### config.mk
export PLATFORM = sky130hd
export DESIGN_NAME = acq_ctrl
export DESIGN_NICKNAME = d
export VERILOG_FILES = /design/src/core/acq_ctrl_pkg.sv /design/src/core/acq_pin_sync.sv /design/src/core/acq_ctrl.sv
export VERILOG_INCLUDE_DIRS = /design/src /design/src/core
export SDC_FILE = /design/constraint.sdc
export NUM_CORES = 1
export LEC_CHECK = 0
export ABC_AREA = 1
export BUFFER_PORTS_ARGS = -buffer_cell sky130_fd_sc_hd__buf_2
export CELL_PAD_IN_SITES_DETAIL_PLACEMENT = 2
export CELL_PAD_IN_SITES_GLOBAL_PLACEMENT = 2
export CORE_MARGIN = 2
export CORE_UTILIZATION = 27
export DETAILED_ROUTE_END_ITERATION = 10
export PLACE_DENSITY_LB_ADDON = 0.1
export SYNTH_ARGS = -nofsm -noshare
export SYNTH_HDL_FRONTEND = slang
export SYNTH_SLANG_ARGS = --single-unit
### constraint.sdc
create_clock -name CLOCK_I -period 1.7 [get_ports CLOCK_I]
set_input_delay 0.17 -clock CLOCK_I [delete_from_list [all_inputs] [get_ports CLOCK_I]]
set_output_delay 0.17 -clock CLOCK_I [all_outputs]
set_load 0.05 [all_outputs]
### src/core/acq_ctrl_regs.svh
// offsets, field positions, reset value and read mask of the control block
`ifndef ACQ_CTRL_REGS_SVH
`define ACQ_CTRL_REGS_SVH

`define ACQ_CTRL_OFFSET 8'h04
`define ACQ_CTRL_RESET 16'h0000
`define ACQ_CTRL_RMASK 16'h3f3f
`define ACQ_FMT_BIT 0
`define ACQ_TRIG_LSB 1
`define ACQ_SRC_LSB 3
`define ACQ_SCAN_LSB 8
`define ACQ_TIMER_BIT 11
`define ACQ_IRQ_LSB 12
`define ACQ_ISR_OFFSET 8'h00
`define ACQ_ISR_EN_BIT 0
`define ACQ_ISR_REL_BIT 15

`endif

### src/core/acq_ctrl_pkg.sv
// types for the acquisition control block
package acq_ctrl_pkg;
    typedef enum logic [1:0] {
        TRIG_OFF0 = 2'h0,
        TRIG_IN = 2'h1,
        TRIG_OUT = 2'h2,
        TRIG_OFF3 = 2'h3
    } trig_dir_t;
    typedef enum logic [2:0] {
        SRC_DIFF = 3'h0,
        SRC_SINGLE = 3'h1,
        SRC_UNUSED = 3'h2,
        SRC_CAL_4V9 = 3'h3,
        SRC_CAL_2V45 = 3'h4,
        SRC_CAL_1V225 = 3'h5,
        SRC_CAL_0V6125 = 3'h6,
        SRC_AUTO_ZERO = 3'h7
    } input_src_t;
    typedef enum logic [2:0] {
        SCAN_OFF = 3'h0,
        SCAN_UNI_CONT = 3'h1,
        SCAN_UNI_SINGLE = 3'h2,
        SCAN_BURST_CONT = 3'h3,
        SCAN_BURST_SINGLE = 3'h4,
        SCAN_EXT_ONLY = 3'h5,
        SCAN_UNUSED6 = 3'h6,
        SCAN_UNUSED7 = 3'h7
    } scan_mode_t;
    typedef enum logic [1:0] {
        IRQ_OFF0 = 2'h0,
        IRQ_EACH = 2'h1,
        IRQ_GROUP = 2'h2,
        IRQ_OFF3 = 2'h3
    } irq_cond_t;
    typedef enum logic [1:0] {
        IRQ_IDLE = 2'b01,
        IRQ_HELD = 2'b10
    } irq_state_t;
endpackage

### src/core/acq_pin_sync.sv
// three-stage synchroniser with agreement filter for a pin input
`timescale 1ns/1ps
module acq_pin_sync (
    input wire logic clk_i,
    input wire logic rstn_i,
    input wire logic pin_i,
    output logic level_o
);
    logic s1;
    logic s2;
    logic s3;

    // s1 only feeds s2; a change counts once s2 and s3 agree
    always_ff @(posedge clk_i) begin
        if (!rstn_i) begin
            s1 <= 1'b0;
            s2 <= 1'b0;
            s3 <= 1'b0;
            level_o <= 1'b0;
        end else begin
            s1 <= pin_i;
            s2 <= s1;
            s3 <= s2;
            if (s2 == s3) begin
                level_o <= s3;
            end
        end
    end
endmodule

### src/core/acq_ctrl.sv
// acquisition control register with trigger, source, scan and interrupt decode
`timescale 1ns/1ps
`include "acq_ctrl_regs.svh"
module acq_ctrl
    import acq_ctrl_pkg::*;
(
    input wire logic CLOCK_I,
    input wire logic RSTN_I,
    input wire logic [7:0] ADDR_I,
    input wire logic [15:0] WDATA_I,
    input wire logic [1:0] BE_I,
    input wire logic WR_I,
    input wire logic RD_I,
    input wire logic CONV_DONE_I,
    input wire logic GROUP_DONE_I,
    input wire logic TIMER_TICK_I,
    input wire logic [15:0] RAW_I,
    input wire logic TRIG_PIN_I,
    output logic [15:0] RDATA_O,
    output logic [15:0] RESULT_O,
    output logic [2:0] SRC_SEL_O,
    output logic CAL_SEL_O,
    output logic TRIG_PIN_O,
    output logic TRIG_PIN_OEN_O,
    output logic CONV_START_O,
    output logic SCAN_ACTIVE_O,
    output logic IRQ_O
);
    // ************************************************************
    // register state
    // ************************************************************
    logic [15:0] ctrl;
    logic int_en;
    irq_state_t irq_state;
    irq_state_t next_irq_state;
    logic trig_level;
    logic trig_prev;
    logic [15:0] lane_mask;
    genvar lane;

    // ************************************************************
    // byte lanes
    // ************************************************************
    generate
        for (lane = 0; lane < 2; lane++) begin : g_lane
            assign lane_mask[lane*8 +: 8] = {8{BE_I[lane]}};
        end
    endgenerate

    // ************************************************************
    // decode
    // ************************************************************
    wire hit_ctrl = (ADDR_I == `ACQ_CTRL_OFFSET);
    wire hit_isr = (ADDR_I == `ACQ_ISR_OFFSET);
    wire wr_ctrl = WR_I && hit_ctrl;
    wire wr_isr = WR_I && hit_isr;
    wire [15:0] next_ctrl = ((ctrl & ~lane_mask) | (WDATA_I & lane_mask))
        & `ACQ_CTRL_RMASK;
    wire fmt_straight = ctrl[`ACQ_FMT_BIT];
    trig_dir_t trig_dir;
    input_src_t src;
    scan_mode_t scan;
    irq_cond_t irq_cond;
    assign trig_dir = trig_dir_t'(ctrl[`ACQ_TRIG_LSB +: 2]);
    assign src = input_src_t'(ctrl[`ACQ_SRC_LSB +: 3]);
    assign scan = scan_mode_t'(ctrl[`ACQ_SCAN_LSB +: 3]);
    assign irq_cond = irq_cond_t'(ctrl[`ACQ_IRQ_LSB +: 2]);
    wire timer_en = ctrl[`ACQ_TIMER_BIT];
    wire trig_in_en = (trig_dir == TRIG_IN);
    wire trig_out_en = (trig_dir == TRIG_OUT);
    wire trig_edge = trig_in_en && trig_level && !trig_prev;
    // scan codes 001..101 are live; 000, 110, 111 start nothing
    wire scan_live = (scan != SCAN_OFF) && (scan != SCAN_UNUSED6)
        && (scan != SCAN_UNUSED7);
    wire src_valid = (src != SRC_UNUSED);
    wire timer_fire = timer_en && TIMER_TICK_I && (scan != SCAN_EXT_ONLY);
    wire next_start = scan_live && src_valid
        && (timer_fire || (scan == SCAN_EXT_ONLY) && trig_edge);
    wire irq_event = ((irq_cond == IRQ_EACH) && CONV_DONE_I)
        || ((irq_cond == IRQ_GROUP) && GROUP_DONE_I);
    wire release_req = wr_isr && BE_I[1] && WDATA_I[`ACQ_ISR_REL_BIT];
    wire next_int_en = (wr_isr && BE_I[0]) ? WDATA_I[`ACQ_ISR_EN_BIT]
        : int_en;
    // straight binary is two's complement with the sign bit flipped
    wire [15:0] next_result = fmt_straight ? {~RAW_I[15], RAW_I[14:0]}
        : RAW_I;
    wire [15:0] rd_mux = hit_ctrl ? (ctrl & `ACQ_CTRL_RMASK)
        : hit_isr ? {14'h0000, irq_state == IRQ_HELD, int_en}
        : 16'h0000;
    // calibration codes 011..111 route references or zero, not field pins
    wire cal_sel = (src >= SRC_CAL_4V9);

    // ************************************************************
    // interrupt hold machine
    // ************************************************************
    always_comb begin
        next_irq_state = irq_state;
        case (irq_state)
            IRQ_IDLE: begin
                if (irq_event) begin
                    next_irq_state = IRQ_HELD;
                end
            end
            IRQ_HELD: begin
                // a fresh event in the release cycle keeps the request
                if ((release_req || !next_int_en) && !irq_event) begin
                    next_irq_state = IRQ_IDLE;
                end
            end
            default: begin
                next_irq_state = IRQ_IDLE;
            end
        endcase
    end

    acq_pin_sync trig_sync (
        .clk_i(CLOCK_I),
        .rstn_i(RSTN_I),
        .pin_i(TRIG_PIN_I),
        .level_o(trig_level)
    );

    // ************************************************************
    // flops
    // ************************************************************
    always_ff @(posedge CLOCK_I) begin
        if (!RSTN_I) begin
            ctrl <= `ACQ_CTRL_RESET;
            int_en <= 1'b0;
            irq_state <= IRQ_IDLE;
        end else begin
            if (wr_ctrl) begin
                ctrl <= next_ctrl;
            end
            int_en <= next_int_en;
            irq_state <= next_irq_state;
        end
    end

    // ************************************************************
    // edge memory and registered outputs
    // ************************************************************
    always_ff @(posedge CLOCK_I) begin
        if (!RSTN_I) begin
            trig_prev <= 1'b0;
        end else begin
            trig_prev <= trig_level;
        end
    end

    always_ff @(posedge CLOCK_I) begin
        if (!RSTN_I) begin
            RDATA_O <= 16'h0000;
        end else begin
            RDATA_O <= RD_I ? rd_mux : 16'h0000;
        end
    end

    always_ff @(posedge CLOCK_I) begin
        if (!RSTN_I) begin
            RESULT_O <= 16'h0000;
        end else begin
            RESULT_O <= next_result;
        end
    end

    always_ff @(posedge CLOCK_I) begin
        if (!RSTN_I) begin
            SRC_SEL_O <= 3'h0;
            CAL_SEL_O <= 1'b0;
        end else begin
            SRC_SEL_O <= src;
            CAL_SEL_O <= cal_sel;
        end
    end

    always_ff @(posedge CLOCK_I) begin
        if (!RSTN_I) begin
            TRIG_PIN_O <= 1'b0;
            TRIG_PIN_OEN_O <= 1'b1;
        end else begin
            // master card echoes its start pulses onto the shared line
            TRIG_PIN_O <= trig_out_en && next_start;
            TRIG_PIN_OEN_O <= !trig_out_en;
        end
    end

    always_ff @(posedge CLOCK_I) begin
        if (!RSTN_I) begin
            CONV_START_O <= 1'b0;
            SCAN_ACTIVE_O <= 1'b0;
        end else begin
            CONV_START_O <= next_start;
            SCAN_ACTIVE_O <= scan_live && src_valid;
        end
    end

    always_ff @(posedge CLOCK_I) begin
        if (!RSTN_I) begin
            IRQ_O <= 1'b0;
        end else begin
            IRQ_O <= (next_irq_state == IRQ_HELD) && next_int_en;
        end
    end
endmodule

Yosys cells after proc, flatten, opt, wreduce, memory -nomap -nowiden
Index checks and enable logic that the tools add are counted.
{"block": "word_totals", "regBits": 61, "in_bits": 50, "output_inout_bits": 41, "elab_cells": 77}
{"block": "classes", "n_lt_le_gt_ge": 1, "eq_ne": 14, "mux": 7, "bitwise": 7, "reduce_logical": 30}
{"op": "$and 14x14->14", "n": 2}
{"op": "$logic_and 1x1->1", "n": 19}
{"op": "$mux 16", "n": 1}
{"op": "$mux 14", "n": 1}
{"op": "$not 14->14", "n": 1}
{"op": "$or 14x14->14", "n": 1}
{"op": "$ne 3x3->1 const B", "n": 3}
{"op": "$eq 2x2->1 const B", "n": 4}
{"op": "$eq 8x3->1 const B", "n": 1}
{"op": "$logic_not 8->1", "n": 1}
{"op": "$eq 2x1->1 const B", "n": 3}
{"op": "$mux 2", "n": 3}
{"op": "$logic_not 1->1", "n": 4}
{"op": "$pmux 2 s2", "n": 1}
{"op": "$eq 3x3->1 const B", "n": 1}
{"op": "$ge 3x2->1 const B", "n": 1}
{"op": "$logic_or 1x1->1", "n": 3}
{"op": "$ne 3x2->1 const B", "n": 1}
{"op": "$not 1->1", "n": 3}
{"op": "$reduce_bool 3->1", "n": 1}
{"op": "$reduce_or 3->1", "n": 1}
{"op": "$reduce_and 2->1", "n": 1}
{"op": "$eq 1x1->1", "n": 1}
{"op": "$mux 1", "n": 1}

Logic depth before layout (Yosys ltp)
{"block": "depth", "ltp_word": 11, "depth_mapped": 11, "depth_no_buf": 11}

By module
Synthesis repeated with hierarchy kept, for this count alone.
{"block": "unflattened", "hier_cells": 230, "area_unflattened_um2": 1936.9}
{"mod": "acq_ctrl", "instances": 1, "cells_each": 217, "area_each_um2": 1820.5}
{"mod": "acq_pin_sync", "instances": 1, "cells_each": 13, "area_each_um2": 116.4}

Worst setup path before layout
Ideal clock, no wire load.
{"block": "synth_path", "kind": "input to register", "start": "input ADDR_I[1]", "end": "register with a tool-made name", "arrival_time_ns": 0.970, "t_required_ns": 1.580, "path_slack_ns": 0.611, "stages": 7, "n_path_buf": 1, "path_cell_list": "nor2_2 -> nand3b_1 -> nor2_2 -> nand3_2 -> buf_2 -> o21ai_0 -> a21oi_1"}
{"item": "start, declared", "line_no": "acq_ctrl.sv:9", "rtl": "input wire logic [7:0] ADDR_I,"}

==> out/metrics.yaml <==
cellLeakagePower_nw: 1.41
synth_area_leaders: "dfxtp_1 58%, inv_1 8.5%, nand2_1 7.3%"
ys_warn_count: 0
wl_per_cell_um: 12.0
fin_hold_ws_ns: 0.0268
yosysMostFrequentCell: "dfxtp_1"
drc: 0
synth.top_cell.area_share_pct: 58.4
powerDensity_nw_per_um2: 1130
grt_pass1_vias: 1710
fin_skew_ns: 0.00326
status: "finished clean"
clk_pin_slew_ns: 0.07
path_max_fanout: 3
cts_root_buf: "clkbuf_8"
num-nets-final: 372
syn_to_final_growth_pct: 38.4
ys_ff_latch: 57
drive_above_1_share_pct: 34.8
ctsHtreeMaxLevel: 3
r2r-end: "IRQ_O$_SDFF_PN0_"
grt_first_pass_wirelength_mm: 8.05
pre_cts_slack_ns: 0.304
cts_resized: 0
cts_made_buffers: 9
async_reset_ff_share_pct: 0
period_share_pct: 76.9
die_w_um: 89.1
setup_viol: 0
cts.path.max_buffers: 2
ff2ff_path_depth: 8
synth.cell_area_um2: 1950
dr.pass1.iters: 3
synthCells: 230
antenna_found_initial: 0
hpwl_mm: 3.95
start_util_pct: 27.4
r2r_slack_ns: 0.39
finalWirelength_mm: 5.10
crit_path_start_kind: "flip-flop"
grt_setup_unrepaired: "no"
cts.sinks: 57
core_um2: 7140
fmax_mhz: 765
arrival_ns: 1.52
rows: 31
postRouteAntennaNets: 0
min_from: "RAW_I[0]"
synth_commonest_cells: "57 x dfxtp_1, 44 x inv_1, 38 x nand2_1, 17 x nor2_1, 13 x a21oi_1"
min_to: "RESULT_O[0]$_SDFF_PN0_"
synth_enable_flop_cells: 0
ys_seq_area_share_pct: 58.4
globalRouteTotalUtil_pct: 13.7
yosys.cell_types.count: 27
postLayoutSetupSlackWorst_ns: 0.392
io_pins: 91
path_class: "reg -> reg"
post_cts_buffers: 0
endpoint_kind: "flip-flop"
worst_ep_required_time_ns: 1.92
tns_ns: 0
total_power_mw: 3.06
vias_per_cell: 4.10
n_antenna_cell: 0
grt_max_degree: 18
gp_congestion: 0.697
die_h_um: 89.1
max-vdd-ir-drop_mv: 0.514
postCtsHoldBufs: 0
synth_top_area_cell: "dfxtp_1"
synth_flop_cell: "dfxtp_1"
maxCapViolCount: 0
insertion_delay_ns: 0.32
hold_viol: 0
syn_area_per_cell_um2: 8.49
hold_depth: 3
layout_min_cycle_time_ns: 1.31
die_area_um2: 7930
overflow: 0
final_max_slew_viol_count: 0
cts_tree: "built"
io_buffers: 83
vias: 1737
drt_iter0_markers: 18
min_path_type: "in -> reg"
==> worst max-delay path: stages (launching register included) <==
cell and delay [ns]:
dfxtp_1 0.33, inv_1 0.06, and3_1 0.14, a31oi_1 0.25
nand2_1 0.13, nand2_1 0.07, nand2_1 0.05, nand2_1 0.10
nor2_1 0.07
==> stage by stage <==
step / instance area, um^2 / cells / utilization, %
3_3_place_gp: 2470 / 408 / 34.7
4_1_cts: 2700 / 424 / 37.9
3_5_place_dp: 2470 / 408 / 34.7
6_report: 2700 / 424 / 37.9
5_1_grt: 2700 / 424 / 37.9
2_1_floorplan: 1960 / 233 / -
==> how the worst max path moves through the flow <==
stage	start	end	slack, ns	cells past startpoint
6_report	flip-flop	IRQ_O$_SDFF_PN0_	0.39	8
4_1_cts	flip-flop	IRQ_O$_SDFF_PN0_	0.34	8
5_1_grt	flip-flop	IRQ_O$_SDFF_PN0_	0.18	8
3_5_place_dp	ADDR_I[1]	flip-flop	0.30	7
3_3_place_gp	ADDR_I[1]	flip-flop	0.34	7
2_1_floorplan	ADDR_I[1]	flip-flop	0.61	7
==> layer usage <==
layer	wire, um	part of all wire (%)	vias up	global-route usage (%)
met3	332	6.5	5	4.25
met2	2440	48	51	21.8
li1	-	-	874	-
met1	2290	45	807	17.1
met5	0	0	-	0
met4	37	0.73	0	6.11
==> layout by cell type, fill, tap and decap left out, drive strengths merged <==
cell type and instances:
buf 87, dfxtp 57, inv 44, nand2 40, nor2 22, o21ai 14
nand3 14, a21oi 13, clkbuf 11, conb 4, nand3b 2, a31oi 2
o22ai 2, ha 2, bufinv 2, clkinv 2, nand4 1, and3 1
o21bai 1, xnor2 1, o31ai 1, nor4 1, clkinvlp 1
==> cell families (layout without fill, tap and decap cells) <==
kind of cell             after synthesis  in the layout  synth area share, %
AND/OR/NAND/NOR                       81             81                 19.2
XOR/XNOR                               1              1                0.449
other                                  1              4                0.192
adder cells (fa/ha/maj)                2              2                 1.28
flip-flops                            57             57                 58.4
AO/OA/AOI/OAI                         33             33                 8.97
buffers and inverters                 55            147                 11.5
==> area by class of cell <==
cell class	instances	area, um^2
Clock buffer	11	151
Clock inverter	5	77.6
Fill cell	860	4430
Inverter	44	165
Multi-Input combinational cell	121	598
Sequential cell	57	1140
Tap cell	99	124
Timing Repair Buffer	87	445
==> report_power, final <==
part	total (mW)	internal (mW)	switching, mW
clock network	1.44	0.900	0.535
registers	1.37	1.36	0.00807
logic	0.250	0.0780	0.172
Power figures use the tool's default switching activity.
